[config.mk]
export PLATFORM = sky130hd
export DESIGN_NAME = sensorless_tuning_cfg_regs
export DESIGN_NICKNAME = d
export VERILOG_FILES = /design/src/motor_tune_pkg.sv /design/src/comp_cfg_if.sv /design/src/sensorless_tuning_cfg_regs.sv /design/src/comp_conditioner.sv
export SDC_FILE = /design/constraint.sdc
export NUM_CORES = 1
export LEC_CHECK = 0
export ABC_CLOCK_PERIOD_IN_PS = 3400
export BUFFER_PORTS_ARGS = -buffer_cell sky130_fd_sc_hd__buf_4
export CAP_MARGIN = 20
export CORE_AREA = 4 4 149 151
export CTS_CLUSTER_DIAMETER = 200
export DETAILED_ROUTE_END_ITERATION = 12
export DIE_AREA = 0 0 153 155
export GPL_ROUTABILITY_DRIVEN = 0
export PLACE_DENSITY = 0.69
export SKIP_LAST_GASP = 1
export SLEW_MARGIN = 30
export SYNTH_ARGS = -nofsm -noshare
export SYNTH_HDL_FRONTEND = slang
export SYNTH_SLANG_ARGS = --single-unit
[constraint.sdc]
create_clock -name mclk -period 3.4 [get_ports mclk]
set_input_delay 0.17 -clock mclk [delete_from_list [all_inputs] [get_ports mclk]]
set_output_delay 0.17 -clock mclk [all_outputs]
set_load 0.02 [all_outputs]
[src/motor_tune_pkg.sv]
package motor_tune_pkg;

	// bus geometry
	localparam int ADDR_W = 12;
	localparam int DATA_W = 32;
	localparam int DUTY_W = 10;

	// printed offsets are word indexes, byte address is four times the index
	localparam logic [7:0] IDX_FAULT_ONE = 8'h92;
	localparam logic [7:0] IDX_FAULT_TWO = 8'h94;
	localparam logic [7:0] IDX_TUNING_TWO = 8'h9c;
	localparam logic [7:0] IDX_STATUS = 8'ha0;

	// values after reset
	localparam logic [31:0] TUNING_TWO_RESET = 32'h0020_0000;
	localparam logic [31:0] FAULT_ONE_RESET = 32'h0000_0000;
	localparam logic [31:0] FAULT_TWO_RESET = 32'h0000_0000;

	// tuning word field layout
	localparam int BLANK_LSB = 27;
	localparam int BLANK_W = 4;
	localparam int FILT_LSB = 24;
	localparam int FILT_W = 3;
	localparam int ALIGN_LSB = 18;
	localparam int ALIGN_W = 3;

	// status word bit positions
	localparam int ST_COMP_BIT = 0;
	localparam int ST_BLANK_BIT = 1;
	localparam int ST_CAPPED_BIT = 2;

	// timing: codes are whole microseconds
	localparam int CLK_PERIOD_NS = 10;
	localparam int US_NS = 1000;
	localparam int CYC_PER_US = US_NS / CLK_PERIOD_NS;
	localparam int CNT_W = 11;

	// duty scale in tenths of a percent
	localparam logic [9:0] DUTY_FULL = 10'h3e8;
	localparam logic [9:0] CAP_10 = 10'h064;
	localparam logic [9:0] CAP_15 = 10'h096;
	localparam logic [9:0] CAP_20 = 10'h0c8;
	localparam logic [9:0] CAP_25 = 10'h0fa;
	localparam logic [9:0] CAP_30 = 10'h12c;
	localparam logic [9:0] CAP_40 = 10'h190;
	localparam logic [9:0] CAP_50 = 10'h1f4;

	// axi responses
	localparam logic [1:0] RESP_OKAY = 2'h0;
	localparam logic [1:0] RESP_SLVERR = 2'h2;

	// microsecond code to clock cycles
	function automatic logic [CNT_W-1:0] us_to_cycles(input logic [3:0] us);
		return CNT_W'(us) * CNT_W'(CYC_PER_US);
	endfunction : us_to_cycles

endpackage : motor_tune_pkg

[src/comp_cfg_if.sv]
interface comp_cfg_if;
	logic [3:0] blank_code;
	logic [2:0] filt_code;
	logic comp_filt;
	logic blanking;

	modport ctrl (
		output blank_code,
		output filt_code,
		input comp_filt,
		input blanking
	);

	modport cond (
		input blank_code,
		input filt_code,
		output comp_filt,
		output blanking
	);
endinterface : comp_cfg_if

[src/sensorless_tuning_cfg_regs.sv]
// Decided for this implementation: the AXI4-Lite slave port.
module sensorless_tuning_cfg_regs (
	input wire logic mclk,
	input wire logic rst_n,
	// axi4-lite write address
	input wire logic [motor_tune_pkg::ADDR_W-1:0] s_axi_awaddr,
	input wire logic s_axi_awvalid,
	output logic s_axi_awready,
	// axi4-lite write data
	input wire logic [motor_tune_pkg::DATA_W-1:0] s_axi_wdata,
	input wire logic [3:0] s_axi_wstrb,
	input wire logic s_axi_wvalid,
	output logic s_axi_wready,
	// axi4-lite write response
	output logic [1:0] s_axi_bresp,
	output logic s_axi_bvalid,
	input wire logic s_axi_bready,
	// axi4-lite read address
	input wire logic [motor_tune_pkg::ADDR_W-1:0] s_axi_araddr,
	input wire logic s_axi_arvalid,
	output logic s_axi_arready,
	// axi4-lite read data
	output logic [motor_tune_pkg::DATA_W-1:0] s_axi_rdata,
	output logic [1:0] s_axi_rresp,
	output logic s_axi_rvalid,
	input wire logic s_axi_rready,
	// motor side
	input wire logic pwm_edge,
	input wire logic comp_raw,
	input wire logic align_active,
	input wire logic [motor_tune_pkg::DUTY_W-1:0] duty_req,
	output logic comp_out,
	output logic blank_active,
	output logic duty_capped,
	output logic [motor_tune_pkg::DUTY_W-1:0] duty_out
);
	typedef enum logic [3:0] {
		SEL_NONE = 4'h1,
		SEL_FAULT_ONE = 4'h2,
		SEL_FAULT_TWO = 4'h4,
		SEL_TUNING_TWO = 4'h8
	} reg_sel_t;

	logic [31:0] fault_settings_word_one;
	logic [31:0] fault_settings_word_two;
	logic [31:0] algorithm_tuning_word_two;
	logic [motor_tune_pkg::ADDR_W-1:0] aw_addr;
	logic [31:0] w_data;
	logic [3:0] w_strb;
	logic [31:0] status_word;
	logic [motor_tune_pkg::DUTY_W-1:0] align_cap;
	logic [motor_tune_pkg::DUTY_W-1:0] next_duty;
	logic next_capped;
	logic write_go;
	logic status_hit;
	reg_sel_t wr_sel;

	comp_cfg_if cif ();

	// word address match, upper bits must be clear
	function automatic logic addr_is(
		input logic [motor_tune_pkg::ADDR_W-1:0] addr,
		input logic [7:0] idx
	);
		return addr[motor_tune_pkg::ADDR_W-1:2] == {2'b00, idx};
	endfunction : addr_is

	// map a byte address onto one of the writable words
	function automatic reg_sel_t decode(input logic [motor_tune_pkg::ADDR_W-1:0] addr);
		reg_sel_t sel;
		sel = SEL_NONE;
		if (addr_is(addr, motor_tune_pkg::IDX_FAULT_ONE)) begin
			sel = SEL_FAULT_ONE;
		end else if (addr_is(addr, motor_tune_pkg::IDX_FAULT_TWO)) begin
			sel = SEL_FAULT_TWO;
		end else if (addr_is(addr, motor_tune_pkg::IDX_TUNING_TWO)) begin
			sel = SEL_TUNING_TWO;
		end
		return sel;
	endfunction : decode

	// byte-lane merge of a write into an old word
	function automatic logic [31:0] merge(
		input logic [31:0] old,
		input logic [31:0] data,
		input logic [3:0] strb
	);
		logic [31:0] res;
		res = old;
		for (int i = 0; i < 4; i++) begin
			if (strb[i]) begin
				res[i*8 +: 8] = data[i*8 +: 8];
			end
		end
		return res;
	endfunction : merge

	// alignment duty limit per code, tenths of a percent
	function automatic logic [9:0] cap_of(input logic [2:0] code);
		logic [9:0] cap;
		case (code)
			3'h0: cap = motor_tune_pkg::CAP_10;
			3'h1: cap = motor_tune_pkg::CAP_15;
			3'h2: cap = motor_tune_pkg::CAP_20;
			3'h3: cap = motor_tune_pkg::CAP_25;
			3'h4: cap = motor_tune_pkg::CAP_30;
			3'h5: cap = motor_tune_pkg::CAP_40;
			3'h6: cap = motor_tune_pkg::CAP_50;
			default: cap = motor_tune_pkg::DUTY_FULL;
		endcase
		return cap;
	endfunction : cap_of

	// fields from the tuning word steer the conditioner
	assign cif.blank_code = algorithm_tuning_word_two[motor_tune_pkg::BLANK_LSB +: 4];
	assign cif.filt_code = algorithm_tuning_word_two[motor_tune_pkg::FILT_LSB +: 3];
	assign align_cap = cap_of(algorithm_tuning_word_two[motor_tune_pkg::ALIGN_LSB +: 3]);

	comp_conditioner u_cond (
		.mclk(mclk),
		.rst_n(rst_n),
		.pwm_edge(pwm_edge),
		.comp_raw(comp_raw),
		.cfg(cif.cond)
	);

	assign comp_out = cif.comp_filt;

	// blanking state seen by software and pins one cycle late
	always_ff @(posedge mclk or negedge rst_n) begin
		if (!rst_n) begin
			blank_active <= 1'b0;
		end else begin
			blank_active <= cif.blanking;
		end
	end

	// duty limit only bites while aligning
	always_comb begin
		next_duty = duty_req;
		next_capped = 1'b0;
		if (align_active && (duty_req > align_cap)) begin
			next_duty = align_cap;
			next_capped = 1'b1;
		end
	end

	always_ff @(posedge mclk or negedge rst_n) begin
		if (!rst_n) begin
			duty_out <= '0;
			duty_capped <= 1'b0;
		end else begin
			duty_out <= next_duty;
			duty_capped <= next_capped;
		end
	end

	// read-only view of the block's own state
	always_comb begin
		status_word = '0;
		status_word[motor_tune_pkg::ST_COMP_BIT] = comp_out;
		status_word[motor_tune_pkg::ST_BLANK_BIT] = blank_active;
		status_word[motor_tune_pkg::ST_CAPPED_BIT] = duty_capped;
	end

	// write address channel, held until the response is taken
	always_ff @(posedge mclk or negedge rst_n) begin
		if (!rst_n) begin
			s_axi_awready <= 1'b1;
			aw_addr <= '0;
		end else if (s_axi_awvalid && s_axi_awready) begin
			aw_addr <= s_axi_awaddr;
			s_axi_awready <= 1'b0;
		end else if (s_axi_bvalid && s_axi_bready) begin
			s_axi_awready <= 1'b1;
		end
	end

	// write data channel, taken independently of the address
	always_ff @(posedge mclk or negedge rst_n) begin
		if (!rst_n) begin
			s_axi_wready <= 1'b1;
			w_data <= '0;
			w_strb <= '0;
		end else if (s_axi_wvalid && s_axi_wready) begin
			w_data <= s_axi_wdata;
			w_strb <= s_axi_wstrb;
			s_axi_wready <= 1'b0;
		end else if (s_axi_bvalid && s_axi_bready) begin
			s_axi_wready <= 1'b1;
		end
	end

	// commit once both halves are in and no response is pending
	assign write_go = !s_axi_awready && !s_axi_wready && !s_axi_bvalid;
	assign wr_sel = decode(aw_addr);
	assign status_hit = addr_is(aw_addr, motor_tune_pkg::IDX_STATUS);

	// the word registers; every bit is read-write, reserved ones too
	always_ff @(posedge mclk or negedge rst_n) begin
		if (!rst_n) begin
			fault_settings_word_one <= motor_tune_pkg::FAULT_ONE_RESET;
			fault_settings_word_two <= motor_tune_pkg::FAULT_TWO_RESET;
			algorithm_tuning_word_two <= motor_tune_pkg::TUNING_TWO_RESET;
		end else if (write_go) begin
			case (wr_sel)
				SEL_FAULT_ONE: begin
					fault_settings_word_one <= merge(fault_settings_word_one, w_data, w_strb);
				end
				SEL_FAULT_TWO: begin
					fault_settings_word_two <= merge(fault_settings_word_two, w_data, w_strb);
				end
				SEL_TUNING_TWO: begin
					algorithm_tuning_word_two <= merge(algorithm_tuning_word_two, w_data, w_strb);
				end
				default: begin
					// unmapped or status: nothing stored
				end
			endcase
		end
	end

	// write response; status writes are harmless so they answer okay
	always_ff @(posedge mclk or negedge rst_n) begin
		if (!rst_n) begin
			s_axi_bvalid <= 1'b0;
			s_axi_bresp <= motor_tune_pkg::RESP_OKAY;
		end else if (write_go) begin
			s_axi_bvalid <= 1'b1;
			if ((wr_sel != SEL_NONE) || status_hit) begin
				s_axi_bresp <= motor_tune_pkg::RESP_OKAY;
			end else begin
				s_axi_bresp <= motor_tune_pkg::RESP_SLVERR;
			end
		end else if (s_axi_bvalid && s_axi_bready) begin
			s_axi_bvalid <= 1'b0;
		end
	end

	// read path: one read at a time, data sampled at the address edge
	always_ff @(posedge mclk or negedge rst_n) begin
		if (!rst_n) begin
			s_axi_arready <= 1'b1;
			s_axi_rvalid <= 1'b0;
			s_axi_rdata <= '0;
			s_axi_rresp <= motor_tune_pkg::RESP_OKAY;
		end else if (s_axi_arvalid && s_axi_arready) begin
			s_axi_arready <= 1'b0;
			s_axi_rvalid <= 1'b1;
			s_axi_rresp <= motor_tune_pkg::RESP_OKAY;
			case (decode(s_axi_araddr))
				SEL_FAULT_ONE: begin
					s_axi_rdata <= fault_settings_word_one;
				end
				SEL_FAULT_TWO: begin
					s_axi_rdata <= fault_settings_word_two;
				end
				SEL_TUNING_TWO: begin
					s_axi_rdata <= algorithm_tuning_word_two;
				end
				default: begin
					if (addr_is(s_axi_araddr, motor_tune_pkg::IDX_STATUS)) begin
						s_axi_rdata <= status_word;
					end else begin
						// reserved locations read zero and flag an error
						s_axi_rdata <= '0;
						s_axi_rresp <= motor_tune_pkg::RESP_SLVERR;
					end
				end
			endcase
		end else if (s_axi_rvalid && s_axi_rready) begin
			s_axi_rvalid <= 1'b0;
			s_axi_arready <= 1'b1;
		end
	end
endmodule : sensorless_tuning_cfg_regs

[src/comp_conditioner.sv]
module comp_conditioner (
	input wire logic mclk,
	input wire logic rst_n,
	input wire logic pwm_edge,
	input wire logic comp_raw,
	comp_cfg_if.cond cfg
);
	logic [motor_tune_pkg::CNT_W-1:0] blank_cnt;
	logic [motor_tune_pkg::CNT_W-1:0] filt_cnt;
	logic [motor_tune_pkg::CNT_W-1:0] filt_target;
	logic masked;

	// the edge cycle itself is already inside the window
	assign masked = (pwm_edge && (cfg.blank_code != 4'h0)) || (blank_cnt != '0);
	assign cfg.blanking = masked;
	assign filt_target = motor_tune_pkg::us_to_cycles({1'b0, cfg.filt_code});

	// blanking window restarts on every pwm edge
	always_ff @(posedge mclk or negedge rst_n) begin
		if (!rst_n) begin
			blank_cnt <= '0;
		end else if (pwm_edge) begin
			blank_cnt <= motor_tune_pkg::us_to_cycles(cfg.blank_code) - ((cfg.blank_code != 4'h0) ? 11'h001 : 11'h000);
		end else if (blank_cnt != '0) begin
			blank_cnt <= blank_cnt - 11'h001;
		end
	end

	// a new level must hold for the whole deglitch time before it passes
	always_ff @(posedge mclk or negedge rst_n) begin
		if (!rst_n) begin
			filt_cnt <= '0;
			cfg.comp_filt <= 1'b0;
		end else if (masked) begin
			filt_cnt <= '0;
		end else if (comp_raw == cfg.comp_filt) begin
			filt_cnt <= '0;
		end else if (filt_cnt + 11'h001 >= filt_target) begin
			cfg.comp_filt <= comp_raw;
			filt_cnt <= '0;
		end else begin
			filt_cnt <= filt_cnt + 11'h001;
		end
	end
endmodule : comp_conditioner

==> metrics.cfg <==
[outcome]
status=completed

[timing]
finalClockSkew_ps=13.0
hold_slack_ps=132
rsz0062_at_grt=false
fin_crit_ps=2970
max_freq_mhz=336
hold_viol=0
finalSetupViolations=0
fin_ws_ps=427
worst_pin_slew_ps=739
report.final.slew_viol_count=0
slew_headroom_pct=50.7
finalSetupTns_ps=0
finalCritPeriodShare_pct=87.5

[detailed_routing]
drt_wl_total_um=23100
vias=7025
ant_nets=0
viasPerCell=5.37
remaining_drc_errors=0
routedWlPerCell_um=17.7
drt_first_pass_iters=4
drtIter0Drc=234

[yosys]
ys_async_sr_fraction_pct=100
synth_top_family_by_area=multiplexers
synth.area.mux_share_pct=17.4
synth_area_um2=10200
synth.top_cell.area_share_pct=52.2
synth_edf_count=0
syn_inst=817
synth_compound_gate_area_share_pct=8.38
synth-xor-area-share_pct=2.42
synth_top_area_cell=dfrtp_1
avgSynthCellArea_um2=12.4
synth-simple-area-share_pct=10.6
synthFlopType=dfrtp_1
synth.area.top_cells=dfrtp_1 52%, mux2_2 16%, ha_1 4.6%
ys_warn_count=0
ys_ff_latch=216
yosys.area_share.adder_pct=4.76
seq_area_frac_synth_pct=53.3
synth_cell_type_count=60

[setup_path]
required_ps=3820
r2r_start=algorithm_tuning_word_two[18]
critPathArrivalTime_ps=3390
path_class=reg2reg
reg2reg_to=duty_out[7]
startpoint_type=flip-flop
reg2reg_depth=9
crit_end=duty_out[7]
cp-startpoint=algorithm_tuning_word_two[18]
rrSetupSlack_ps=430
critical_path.endpoint_type=flip-flop
crit_fanout=10

[floorplan]
die_w_um=153
ios=134
rows=53
start_util_pct=48.8
dieArea_um2=23700
die_h_um=155
coreArea_um2=20800

[power_and_ir_drop]
p_per_area_nw_per_um2=639
p_leak_nw=6.09
irDropWorstVdd_mv=0.485

[cts]
cts_tree=done
cts.sinks=216
clock_path_buffers=3
cts-root-buf=clkbuf_16
cts_buffers=24
post_cts.repair.setup_buffers=0
insertion_delay_ps=510
clk_pin_slew_ps=60
h-tree-depth=1
cts.repair.resized=0

[global_route]
grt_pass1_vias=7257
grt_pass1_wl_um=38000
track_usage_pct=19.4
grt-ovfl-total=0
grt_max_degree=98
antenna_found_initial=0

[min_path]
hold_class=in2reg

[cells_and_area]
areaGrowthSynthToFinish_pct=26.6
drive_gt1_share_pct=33.9
n_antenna_cell=0
final_area_um2=12900
finalNetCount=1135

[place]
numPortBuffers=127
dp_hpwl_um=15100
dpl_cell_area_um2=11400
pre_cts_slack_ps=545

[flow_run]
cap_violations=0

## cells in the final DEF (no fill, tap or decap), types with 3 or more instances in the layout
cell type / Yosys / routed
a21oi_1: 16 / 16
a221oi_1: 29 / 29
a22o_1: 29 / 29
a22oi_1: 4 / 4
buf_4: 3 / 135
clkbuf_1: 26 / 6
clkbuf_16: 0 / 24
clkbuf_8: 0 / 3
clkinv_2: 0 / 4
conb_1: 1 / 3
dfrtp_1: 212 / 212
dfstp_2: 4 / 4
dlygate4sd3_1: 0 / 67
ha_1: 37 / 37
inv_1: 39 / 39
mux2_1: 3 / 3
mux2_2: 145 / 145
mux2i_1: 10 / 10
nand2_1: 26 / 24
nand2b_1: 5 / 5
nand3_1: 14 / 14
nand3b_1: 4 / 4
nand4_1: 5 / 5
nor2_1: 81 / 80
nor2_4: 12 / 12
nor2b_1: 11 / 11
nor3_1: 8 / 8
o21ai_0: 16 / 16
o31ai_1: 3 / 3
xnor2_1: 19 / 19
xor2_1: 9 / 9
## cells in the mapped netlist, types with 8 or more instances
cell / n
dfrtp_1: 212
mux2_2: 145
nor2_1: 81
inv_1: 39
ha_1: 37
a221oi_1: 29
a22o_1: 29
clkbuf_1: 26
nand2_1: 26
xnor2_1: 19
a21oi_1: 16
o21ai_0: 16
nand3_1: 14
nor2_4: 12
nor2b_1: 11
mux2i_1: 10
xor2_1: 9
nor3_1: 8
## stage by stage
step           total power, mW  cells  util, %
6_report                  8.21   1307     61.7
5_1_grt                   8.65   1307     61.7
4_1_cts                   8.28   1307     61.7
2_1_floorplan             4.88    819        -
3_3_place_gp              5.68   1199     54.9
3_5_place_dp              5.73   1199     54.9
## cell type report
cell class,count,area [um2]
fillers,1694,7970
well taps,275,344
multi-input cells,531,4470
clock buffers,33,664
clock inverters,8,82.6
flip-flops and latches,216,5410
repair buffers,205,1740
inverters,39,146
## registers in the layout, indices dropped and copies added, names as in the netlist, 4 cells and up
register	count
u_cond.blank_cnt	11
fault_settings_word_one	32
algorithm_tuning_word_two	32
u_cond.filt_cnt	11
w_data	32
fault_settings_word_two	32
w_strb	4
aw_addr	10
s_axi_rdata	32
duty_out	10
## critical path, cell delays in order, from the launching register on
cell	delay, ps
dfrtp_1	540
nor2_1	120
mux2_2	310
ha_1	320
nand4_1	150
or4b_2	680
nand3_1	110
o31a_1	200
buf_4	210
mux2i_1	230
## worst min path at each step
stage	depth (start not counted)	slack [ps]	to	from
CTS	4	130	s_axi_rdata[2]	s_axi_araddr[2]
floorplan	0	-130	algorithm_tuning_word_two[0]	rst_n
finish	4	130	s_axi_rdata[2]	s_axi_araddr[2]
detailed placement	1	260	u_cond.blank_cnt[6]	rst_n
global placement	1	260	u_cond.blank_cnt[8]	rst_n
global route	4	170	s_axi_rdata[2]	s_axi_araddr[2]
## logic make-up after synthesis
logic type      Yosys count
buf+inv                  72
xor+xnor                 28
simple gates            191
fa+ha+maj                38
flops                   216
mux                     158
other cells               1
compound gates          113
## routing by layer
layer	wire length, um	up-vias	GRT usage, %
met5	0	-	0
met4	485	0	4.50
met3	845	36	3.12
met2	11600	124	34.0
met1	10200	3538	25.7
li1	-	3327	-
## where the power goes
part	switching (mW)	internal, mW
clock network	1.01	1.44
registers	0.496	3.17
logic	1.05	1.04
## what timing repair did
action                                  CTS  global route
endpoints found under the setup margin    0             0
endpoints found under the hold margin   162             0
hold buffers                             67             0
No activity file was read; power rests on OpenSTA's default activity.
